<file path="config.mk">
export PLATFORM = sky130hd
export DESIGN_NAME = move_and_idle_instruction_exec
export DESIGN_NICKNAME = d
export VERILOG_FILES = /design/src/verilog/move_exec_pkg.sv /design/src/verilog/move_decode.sv /design/src/verilog/move_and_idle_instruction_exec.sv
export SDC_FILE = /design/constraint.sdc
export NUM_CORES = 1
export LEC_CHECK = 0
export BUFFER_PORTS_ARGS = -buffer_cell sky130_fd_sc_hd__buf_4
export CAP_MARGIN = 40
export CORE_MARGIN = 2
export CORE_UTILIZATION = 41
export CTS_CLUSTER_SIZE = 30
export DETAILED_ROUTE_END_ITERATION = 6
export GPL_ROUTABILITY_DRIVEN = 0
export PLACE_DENSITY = 0.74
export SYNTH_ARGS = -nofsm -noshare
export SYNTH_HDL_FRONTEND = slang
export SYNTH_SLANG_ARGS = --single-unit
</file>
<file path="constraint.sdc">
create_clock -name clk_sys -period 1.4 [get_ports clk_sys]
set_input_delay 0.21 -clock clk_sys [delete_from_list [all_inputs] [get_ports clk_sys]]
set_output_delay 0.21 -clock clk_sys [all_outputs]
set_load 0.01 [all_outputs]
</file>
<file path="src/verilog/move_exec_pkg.sv">
package move_exec_pkg;
  localparam int          INSN_W        = 14;
  localparam int          DATA_W        = 8;
  localparam int          FADDR_W       = 7;
  // opcode patterns, compared under masks
  localparam logic [13:0] LOAD_LIT_MASK = 14'h3c00;
  localparam logic [13:0] LOAD_LIT_PAT  = 14'h3000;
  localparam logic [13:0] COPY_REG_MASK = 14'h3f00;
  localparam logic [13:0] COPY_REG_PAT  = 14'h0800;
  localparam logic [13:0] STORE_ACC_MASK = 14'h3f80;
  localparam logic [13:0] STORE_ACC_PAT = 14'h0080;
  localparam logic [13:0] IDLE_MASK     = 14'h3f9f;
  localparam logic [13:0] IDLE_PAT      = 14'h0000;
  localparam int          DEST_BIT      = 7;
  localparam logic [7:0]  ACC_RESET     = 8'h00;
  localparam logic        ZERO_RESET    = 1'b0;
  localparam logic [6:0]  WADDR_RESET   = 7'h00;
  localparam logic [7:0]  WDATA_RESET   = 8'h00;

  typedef enum logic [2:0] {
    OP_NONE, OP_LOAD_LIT, OP_COPY_REG, OP_STORE_ACC, OP_IDLE
  } op_kind_e;
endpackage : move_exec_pkg

</file>
<file path="src/verilog/move_decode.sv">
`timescale 1ns/1ps
module move_decode
  import move_exec_pkg::*;
(
  input  wire logic [13:0] insn,
  output op_kind_e         kind
);
  function automatic op_kind_e classify(input logic [13:0] w);
    if ((w & LOAD_LIT_MASK) == LOAD_LIT_PAT) classify = OP_LOAD_LIT;
    else if ((w & COPY_REG_MASK) == COPY_REG_PAT) classify = OP_COPY_REG;
    else if ((w & STORE_ACC_MASK) == STORE_ACC_PAT) classify = OP_STORE_ACC;
    else if ((w & IDLE_MASK) == IDLE_PAT) classify = OP_IDLE;
    else classify = OP_NONE;
  endfunction : classify

  always_comb begin
    kind = classify(insn);
  end
endmodule : move_decode

</file>
<file path="src/verilog/move_and_idle_instruction_exec.sv">
`timescale 1ns/1ps
// How it works
// - load literal opcode writes instruction low byte into accumulator
// - copy register with select clear puts file value into accumulator
// - copy register with select set writes value back to same register
// - copy register sets zero flag from the moved value, either destination
// - store accumulator writes accumulator to indexed register, flags untouched
module move_and_idle_instruction_exec
  import move_exec_pkg::*;
(
  input  wire logic        clk_sys,
  input  wire logic        rst_n,
  input  wire logic        clk_en,
  input  wire logic        insn_valid,
  input  wire logic [13:0] insn,
  input  wire logic [7:0]  file_rdata,
  output logic [6:0]       file_raddr,
  output logic             file_we,
  output logic [6:0]       file_waddr,
  output logic [7:0]       file_wdata,
  output logic [7:0]       acc,
  output logic             zero_flag,
  output logic             done,
  output logic             unhandled
);
  op_kind_e kind;

  move_decode u_dec (
    .insn (insn),
    .kind (kind)
  );

  logic [7:0] acc_q,  acc_d;
  logic       z_q,    z_d;
  logic       we_q,   we_d;
  logic [6:0] wa_q,   wa_d;
  logic [7:0] wd_q,   wd_d;
  logic       done_q, done_d;
  logic       unh_q,  unh_d;
  logic [7:0] lit;
  logic       dest_sel;
  logic       take;

  // zero test shared by the flag logic and its cover
  function automatic logic is_zero(input logic [7:0] v);
    is_zero = (v == 8'h00);
  endfunction : is_zero

  // read address is combinational from fetch so the file answers this cycle;
  // registering it would cost every copy a second cycle
  always_comb begin
    file_raddr = insn[FADDR_W-1:0];
    lit        = insn[DATA_W-1:0];
    dest_sel   = insn[DEST_BIT];
    take       = clk_en && insn_valid;
  end

  always_comb begin
    acc_d  = acc_q;
    z_d    = z_q;
    we_d   = 1'b0;
    wa_d   = wa_q;
    wd_d   = wd_q;
    done_d = 1'b0;
    unh_d  = 1'b0;
    if (insn_valid) begin
      done_d = (kind != OP_NONE);
      unh_d  = (kind == OP_NONE);
      case (kind)
        OP_LOAD_LIT: begin
          // x bits assumed zero by the image; decode ignores them anyway
          acc_d = lit;
        end
        OP_COPY_REG: begin
          z_d = is_zero(file_rdata);
          if (dest_sel) begin
            we_d = 1'b1;
            wa_d = insn[FADDR_W-1:0];
            wd_d = file_rdata;
          end else begin
            acc_d = file_rdata;
          end
        end
        OP_STORE_ACC: begin
          we_d = 1'b1;
          wa_d = insn[FADDR_W-1:0];
          wd_d = acc_q;
        end
        default: begin
          // idle and foreign opcodes leave state alone
        end
      endcase
    end
  end

  always_ff @(posedge clk_sys) begin
    if (!rst_n) begin
      acc_q  <= ACC_RESET;
      z_q    <= ZERO_RESET;
      we_q   <= 1'b0;
      wa_q   <= WADDR_RESET;
      wd_q   <= WDATA_RESET;
      done_q <= 1'b0;
      unh_q  <= 1'b0;
    end else if (clk_en) begin
      acc_q  <= acc_d;
      z_q    <= z_d;
      we_q   <= we_d;
      wa_q   <= wa_d;
      wd_q   <= wd_d;
      done_q <= done_d;
      unh_q  <= unh_d;
    end
  end

  always_comb begin
    acc        = acc_q;
    zero_flag  = z_q;
    file_we    = we_q;
    file_waddr = wa_q;
    file_wdata = wd_q;
    done       = done_q;
    unhandled  = unh_q;
  end
endmodule : move_and_idle_instruction_exec

</file>
==> PnR_summary.wiki, run 1 <==
{| class="wikitable"
! Metric !! Value
|-
| Run status || complete, no violations
|-
| Fraction of layout cells with a size suffix above 1 || 0.400
|-
| Total Routed Length || 3510 um
|-
| Register clock-pin slew on the reported worst setup and hold paths || 0.16 ns
|-
| Worst-Margin Slew || 0.341 ns
|-
| Worst clock skew on the final layout || 0.000491 ns
|-
| Antenna diode instance count || 0
|-
| Source-to-sink clock delay at the later pin of the worst-skew pair || 0.33 ns
|-
| Async set-reset flop share out of synthesis || 0
|-
| Pins over their slew limit || 0
|-
| Headroom to the max-slew limit || 0.770
|-
| Placed wire-length estimate after detailed placement || 2810 um
|-
| Total nets after synthesis || 171
|-
| Endpoint required time on the critical path || 1.65 ns
|-
| Height of the die || 60.7 um
|-
| Net switching power of the design || 0.353 mW
|-
| GRT Residual Overflow || 0
|-
| Number of antenna violations at the first check in global routing || 0
|-
| Clock share of power || 0.264
|-
| Number of synthesized register bits || 27
|-
| Area overhead of the layout relative to synthesis || 39.9%
|-
| Peak supply drop || 522 uV
|-
| Gr usage total || 0.204
|-
| Pwr per Cell Area || 732 mW/mm2
|-
| Main area contributors after synthesis || sky130_fd_sc_hd__dfxtp_1 41%, sky130_fd_sc_hd__mux2i_1 11%, sky130_fd_sc_hd__a21oi_1 8.7%
|-
| Hold Path Class || in -> reg
|-
| Count of max-cap constraint violations || 0
|-
| Clock buffer depth || 2
|-
| Number of enable flip-flop cells after synthesis || 0
|-
| Number of H-tree levels || 1
|-
| Final worst hold slack || 0.135 ns
|-
| First-pass GRT wire length || 5720 um
|-
| Share of synthesized area occupied by flip-flops and latches || 0.411
|-
| Summed instance area of the synthesized netlist || 0.00132 mm2
|-
| Synth Area per Inst || 9.08 um2
|-
| Clock tree from TritonCTS || done
|-
| Number of global-route vias before repair || 1280
|-
| Number of buffers inserted by port buffering || 59
|-
| Wire length per cell || 14.1 um
|-
| Hold violation total from the final report || 0
|-
| Clock root buffer || sky130_fd_sc_hd__clkbuf_4
|-
| Type of element launching the critical path || primary input
|-
| Static leakage || 0.897 nW
|-
| Die X-Extent || 60.7 um
|-
| Worst setup slack before clock tree synthesis || -0.0932 ns
|-
| Hold depth || 3
|-
| Endpoint arrival time on the critical path || 1.39 ns
|-
| Number of buffers added for setup after CTS || 0
|-
| Nets@finish || 232
|-
| Cell-internal power || 0.996 mW
|-
| Core outline area || 0.00305 mm2
|-
| Part of the power in registers || 0.579
|-
| Top fanout value on the critical path || 9
|-
| Num rows || 20
|-
| Setup Total Neg Slack || 0 ns
|-
| Die footprint || 0.00368 mm2
|-
| Most common cell after layout, fill and taps aside || sky130_fd_sc_hd__buf_4
|-
| Count of cells along the worst register-to-register path || 2
|-
| Total vias in the final route || 1305
|-
| Core occupancy in the finished layout || 0.603
|-
| Crit share post-route || 0.814
|-
| Number of detailed-route iterations in the first pass || 4
|-
| Final ANT Viol Nets || 0
|-
| Final setup violation count || 0
|-
| Cell type with the largest total area after synthesis || sky130_fd_sc_hd__dfxtp_1
|-
| Initial Utilization || 0.431
|-
| Number of sinks on the clock net || 27
|-
| Worst-case setup margin in the final layout || 0.260 ns
|-
| Maximum number of pins on one net before global-route repair || 17
|-
| Post-synth top area share || 0.411
|-
| Count of pins on the block boundary || 60
|-
| Type of element capturing the critical path || flop
|-
| Number of resized instances in the post-cts repair step || 0
|-
| Number of buffers created by CTS || 3
|-
| Syn. warnings || 0
|-
| Commonest cells after routing, fill and taps aside || 71 x sky130_fd_sc_hd__buf_4, 27 x sky130_fd_sc_hd__dfxtp_1, 23 x sky130_fd_sc_hd__a21oi_1, 16 x sky130_fd_sc_hd__nand2_1, 14 x sky130_fd_sc_hd__mux2i_1
|-
| Combinational fraction of design power || 0.157
|-
| Cells after Synth || 145
|-
| Hold buffers post-CTS || 0
|-
| Unrepaired setup endpoints after global routing || false
|-
| # fillers || 287
|-
| Synth cell types || 35
|-
| Number of remaining DRC errors || 0
|-
| Leading register cell type out of synthesis || sky130_fd_sc_hd__dfxtp_1
|-
| DRC marker count from the first detailed-route iteration || 40
|-
| Maximum achievable frequency || 0.877 GHz
|-
| Via/cell ratio || 5.24
|-
| Final critical-path required period || 1.14 ns
|-
| Sw Share || 0.262
|-
| Category of the critical setup timing path || in -> reg
|}
==> power by group through the flow <==
stage	logic, mW	registers, mW	clock network (mW)
5_1_grt	0.229	0.782	0.397
3_3_place_gp	0.207	0.797	0
3_5_place_dp	0.212	0.797	0
6_report	0.212	0.780	0.356
2_1_floorplan	0.0856	0.799	0
4_1_cts	0.213	0.781	0.364
==> final cells by class <==
class / count / area [um2] / share of cell area
sequential: 27 / 541 / 0.293
inverter: 4 / 15.0 / 0.00815
multi-input combinational: 98 / 648 / 0.352
timing repair buffer: 72 / 553 / 0.300
clock inverter: 1 / 7.51 / 0.00408
clock buffer: 3 / 22.5 / 0.0122
tap: 44 / 55.1 / 0.0299
==> worst max-delay path: stages <==
cell and delay (ns):
sky130_fd_sc_hd__buf_4 0.12, sky130_fd_sc_hd__nor4bb_1 0.36, sky130_fd_sc_hd__a41o_1 0.32, sky130_fd_sc_hd__a21oi_1 0.12, sky130_fd_sc_hd__a211oi_1 0.26
==> cells in the mapped netlist, types with 2 or more instances <==
library cell / number
sky130_fd_sc_hd__o211a_1: 2
sky130_fd_sc_hd__inv_1: 3
sky130_fd_sc_hd__buf_4: 9
sky130_fd_sc_hd__o2111ai_1: 2
sky130_fd_sc_hd__nand2_1: 16
sky130_fd_sc_hd__buf_2: 3
sky130_fd_sc_hd__a211oi_1: 5
sky130_fd_sc_hd__a21oi_1: 23
sky130_fd_sc_hd__clkbuf_1: 2
sky130_fd_sc_hd__nor2_1: 2
sky130_fd_sc_hd__or3_1: 2
sky130_fd_sc_hd__buf_6: 2
sky130_fd_sc_hd__mux2i_1: 14
sky130_fd_sc_hd__nor4_1: 2
sky130_fd_sc_hd__dfxtp_1: 27
sky130_fd_sc_hd__o21ai_0: 12
==> logic make-up (layout without fill, tap and decap cells) <==
kind of cell,after synthesis,after routing,share of synthesized area
buffers and inverters,20,80,0.0969
AOI/OAI and AO/OA,49,49,0.224
DFF,27,27,0.411
muxes,14,14,0.106
and+or+nand+nor,35,35,0.162
==> stage by stage <==
step / instance area (um2) / power [mW] / cells
floorplan: 1320 / 0.885 / 145
global placement: 1810 / 1.00 / 245
detailed placement: 1810 / 1.01 / 245
CTS: 1840 / 1.36 / 249
global route: 1840 / 1.41 / 249
finish: 1840 / 1.35 / 249
==> metal layers <==
layer / up-vias / GRT usage / routed length (um)
li1: 647 / - / -
met1: 611 / 0.270 / 1560
met2: 43 / 0.355 / 1720
met3: 4 / 0.0256 / 215
met4: 0 / 0.0497 / 27
met5: - / 0 / 0
==> path summary, 6_finish.rpt <==
| path | endpoint | from | slack (ns) |
|---|---|---|---|
| worst max-delay path | acc[0]$_SDFFE_PN0P_ | insn[10] | 0.26 |
| worst min-delay path | file_waddr[6]$_SDFFE_PN0P_ | insn[6] | 0.14 |
| worst max register to register | acc[0]$_SDFFE_PN0P_ | acc[0]$_SDFFE_PN0P_ | 0.61 |
| worst min register to register | file_waddr[3]$_SDFFE_PN0P_ | file_waddr[3]$_SDFFE_PN0P_ | 0.47 |
==> sequential cells by signal, summed over array words and instances, names as in the netlist <==
register    count
acc             8
file_we         1
zero_flag       1
done            1
unhandled       1
file_wdata      8
file_waddr      7
Power figures use the tool's default switching activity.
==> run 2, diff against run 1 <==
--- a/config.mk
+++ b/config.mk
@@ -5,14 +5,15 @@
 export SDC_FILE = /design/constraint.sdc
 export NUM_CORES = 1
 export LEC_CHECK = 0
+export ABC_AREA = 1
 export BUFFER_PORTS_ARGS = -buffer_cell sky130_fd_sc_hd__buf_4
 export CAP_MARGIN = 40
 export CORE_MARGIN = 2
-export CORE_UTILIZATION = 41
+export CORE_UTILIZATION = 42
 export CTS_CLUSTER_SIZE = 30
 export DETAILED_ROUTE_END_ITERATION = 6
 export GPL_ROUTABILITY_DRIVEN = 0
-export PLACE_DENSITY = 0.74
+export PLACE_DENSITY = 0.75
 export SYNTH_ARGS = -nofsm -noshare
 export SYNTH_HDL_FRONTEND = slang
 export SYNTH_SLANG_ARGS = --single-unit
==> constraint.sdc (replaced) <==
create_clock -name clk_sys -period 0.95 [get_ports clk_sys]
set_input_delay 0.1425 -clock clk_sys [delete_from_list [all_inputs] [get_ports clk_sys]]
set_output_delay 0.1425 -clock clk_sys [all_outputs]
set_load 0.01 [all_outputs]
==> PnR_summary.wiki, run 2 <==
{| class="wikitable"
! Metric !! Value
|-
| Clock buffer depth || 2 (unchanged)
|-
| # fillers || 298 (+3.8%)
|-
| Area overhead of the layout relative to synthesis || 59.7%
|-
| Final critical-path required period || 0.943 ns
|-
| Endpoint arrival time on the critical path || 0.80 ns (-0.59 ns)
|-
| Headroom to the max-slew limit || 0.815 (+0.0450)
|-
| Synth Area per Inst || 6.20 um2 (-32%)
|-
| Nets@finish || 329 (+42%)
|-
| Wire length per cell || 10.7 um (-24%)
|-
| Category of the critical setup timing path || reg -> out
|-
| Clock root buffer || sky130_fd_sc_hd__clkbuf_4
|-
| Die footprint || 0.00383 mm2 (+4.1%)
|-
| Die X-Extent || 61.9 um (+2.0%)
|-
| Most frequent cell after synthesis || sky130_fd_sc_hd__nand2_1
|-
| Hold buffers post-CTS || 0 (unchanged)
|-
| Count of max-cap constraint violations || 0 (unchanged)
|-
| Largest incremental delay on the critical path || 0.36 ns (about the same)
|-
| Placed wire-length estimate after detailed placement || 2730 um (-2.6%)
|-
| Number of buffers created by CTS || 3 (unchanged)
|-
| First-pass GRT wire length || 5490 um (-4.1%)
|-
| Type of element capturing the critical path || primary output
|-
| Number of enable flip-flop cells after synthesis || 0 (unchanged)
|-
| Synth cell types || 19 (-46%)
|-
| Via/cell ratio || 4.55 (-13%)
|-
| Share of synthesized area occupied by flip-flops and latches || 0.384 (-0.0266)
|-
| Top fanout value on the critical path || 2 (-7)
|-
| Number of global-route vias before repair || 1253 (-2.1%)
|-
| Crit-path cells || buf_6
|-
| Hold violation total from the final report || 0 (unchanged)
|-
| Setup Total Neg Slack || 0 ns (unchanged)
|-
| Fraction of layout cells with a size suffix above 1 || 0.417 (+0.0172)
|-
| Number of buffers inserted by port buffering || 59 (unchanged)
|-
| Worst-Margin Slew || 0.277 ns (-0.0638 ns)
|-
| Core outline area || 0.00328 mm2 (+7.6%)
|-
| GRT Residual Overflow || 0 (unchanged)
|-
| Register clock-pin slew on the reported worst setup and hold paths || 0.16 ns (about the same)
|-
| Endpoint required time on the critical path || 0.81 ns (-0.84 ns)
|-
| Top cells by instance count after synthesis || 92 x sky130_fd_sc_hd__nand2_1, 27 x sky130_fd_sc_hd__dfxtp_1, 27 x sky130_fd_sc_hd__nor2_1
|-
| Pwr per Cell Area || 891 mW/mm2 (+22%)
|-
| Source-to-sink clock delay at the later pin of the worst-skew pair || 0.32 ns (about the same)
|-
| Cells after Synth || 227 (+57%)
|-
| Num rows || 21 (+5.0%)
|-
| Count of pins on the block boundary || 60 (unchanged)
|-
| Number of detailed-route iterations in the first pass || 4 (unchanged)
|-
| Summed instance area of the synthesized netlist || 0.00141 mm2 (+6.9%)
|-
| Static leakage || 1.13 nW (+26%)
|-
| Core occupancy in the finished layout || 0.685 (+0.0813)
|-
| Maximum number of pins on one net before global-route repair || 19 (+2)
|-
| Number of remaining DRC errors || 0 (unchanged)
|-
| Type of element launching the critical path || flop
|-
| Gr usage total || 0.189 (-0.0153)
|-
| Final ANT Viol Nets || 0 (unchanged)
|-
| Height of the die || 61.9 um (+2.0%)
|-
| Number of sinks on the clock net || 27 (unchanged)
|-
| Post-synth top area share || 0.384 (-0.0266)
|-
| Syn. warnings || 0 (unchanged)
|-
| Commonest cells after routing, fill and taps aside || 91 x sky130_fd_sc_hd__nand2_1, 53 x sky130_fd_sc_hd__buf_4, 27 x sky130_fd_sc_hd__nor2_1, 27 x sky130_fd_sc_hd__dfxtp_2, 27 x sky130_fd_sc_hd__buf_6
|-
| Clock tree from TritonCTS || done
|-
| Leading register cell type out of synthesis || sky130_fd_sc_hd__dfxtp_1
|-
| Number of H-tree levels || 1 (unchanged)
|-
| Run status || complete, no violations
|-
| Number of antenna violations at the first check in global routing || 0 (unchanged)
|-
| Worst clock skew on the final layout || 0.0118 ns (+0.0113 ns)
|-
| Initial Utilization || 0.429 (-0.00258)
|-
| Most common cell after layout, fill and taps aside || sky130_fd_sc_hd__nand2_1
|-
| Async set-reset flop share out of synthesis || 0 (unchanged)
|-
| Final setup violation count || 0 (unchanged)
|-
| Total Routed Length || 3720 um (+5.8%)
|-
| Number of synthesized register bits || 27 (unchanged)
|-
| Peak supply drop || 583 uV (+12%)
|-
| Hold Path Class || in -> reg
|-
| Pins over their slew limit || 0 (unchanged)
|-
| DRC marker count from the first detailed-route iteration || 88 (+120%)
|-
| Buffer and inverter count on the worst path || 1 (unchanged)
|-
| Crit share post-route || 0.993
|-
| Total nets after synthesis || 253 (+48%)
|-
| Critical-path top delay cell || sky130_fd_sc_hd__dfxtp_2
|-
| CP top delay family || flip-flops
|-
| Main area contributors after synthesis || sky130_fd_sc_hd__dfxtp_1 38%, sky130_fd_sc_hd__nand2_1 25%, sky130_fd_sc_hd__nor2_1 7.2%
|-
| Total vias in the final route || 1584 (+21%)
|-
| Unrepaired setup endpoints after global routing || true
|-
| Maximum achievable frequency || 1.06 GHz
|-
| Cell type with the largest total area after synthesis || sky130_fd_sc_hd__dfxtp_1
|-
| Antenna diode instance count || 0 (unchanged)
|}
[run 2: cell count changes after synthesis, moves of 3 or more]
cell	previous run	this run
sky130_fd_sc_hd__nand2_1	16	92
sky130_fd_sc_hd__nand3_1	0	3
sky130_fd_sc_hd__nor2_1	2	27
sky130_fd_sc_hd__a211oi_1	5	0
sky130_fd_sc_hd__inv_1	3	24
sky130_fd_sc_hd__a21oi_1	23	20
sky130_fd_sc_hd__nor2_2	0	3
sky130_fd_sc_hd__mux2i_1	14	0
[run 2: what timing repair did]
action / 4_1_cts / 5_1_grt
resized for setup: 39 / 16
gates cloned: 0 / 0
pin swaps: 0 / 0
buffers inserted: 7 / 2
setup endpoints to repair: 21 / 28
[run 2: where the power goes]
part           internal [mW]  switching, mW
clock                  0.161          0.347
sequential              1.14        0.00576
combinational          0.180          0.170
[run 2: cell families (layout without fill, tap and decap cells)]
| logic type | count (synthesis) | after routing | share of synthesized area |
|---|---|---|---|
| buf+inv | 38 | 113 | 0.130 |
| simple gates | 131 | 131 | 0.373 |
| compound gates | 31 | 31 | 0.113 |
| flops | 27 | 27 | 0.384 |
[run 2: metrics by stage]
| step | hold WS [ns] | total power [mW] | setup WS [ns] | area (um2) | std cells |
|---|---|---|---|---|---|
| 6_report | 0.0628 | 2.00 | 0.00690 | 2250 | 348 |
| 3_3_place_gp | 0.419 | 1.50 | -0.210 | 2010 | 335 |
| 4_1_cts | 0.0542 | 2.01 | 0.000303 | 2190 | 346 |
| 2_1_floorplan | 0.285 | 1.31 | -0.0634 | 1440 | 227 |
| 3_5_place_dp | 0.424 | 1.51 | -0.245 | 2010 | 335 |
| 5_1_grt | 0.0524 | 2.11 | -0.0434 | 2250 | 348 |
[run 2: final cells by class]
cell class	instances	area, um2	share of cell area
Inverter	25	93.8	0.0417
Clock inverter	1	7.51	0.00334
Tap cell	46	57.6	0.0256
Timing Repair Buffer	84	782	0.348
Multi-Input combinational cell	162	711	0.316
Sequential cell	27	574	0.255
Clock buffer	3	22.5	0.0100
[run 2: path summary, 6_finish.rpt]
path,start,end,slack (ns),cells past startpoint
hold reg to reg,file_waddr[0]$_SDFFE_PN0P_,file_waddr[0]$_SDFFE_PN0P_,0.48,2
setup / recovery,acc[7]$_SDFFE_PN0P_,acc[7],0.007,1
setup reg to reg,acc[2]$_SDFFE_PN0P_,file_wdata[2]$_SDFFE_PN0P_,0.11,5
hold / removal,insn[6],file_waddr[6]$_SDFFE_PN0P_,0.06,3
[run 2: per-layer routing]
metal / global-route usage / part of all wire / wire, um
met5: 0 / 0 / 0
met4: 0.0274 / 0.0011 / 4
met3: 0.0186 / 0.061 / 226
met2: 0.295 / 0.48 / 1770
met1: 0.288 / 0.46 / 1720
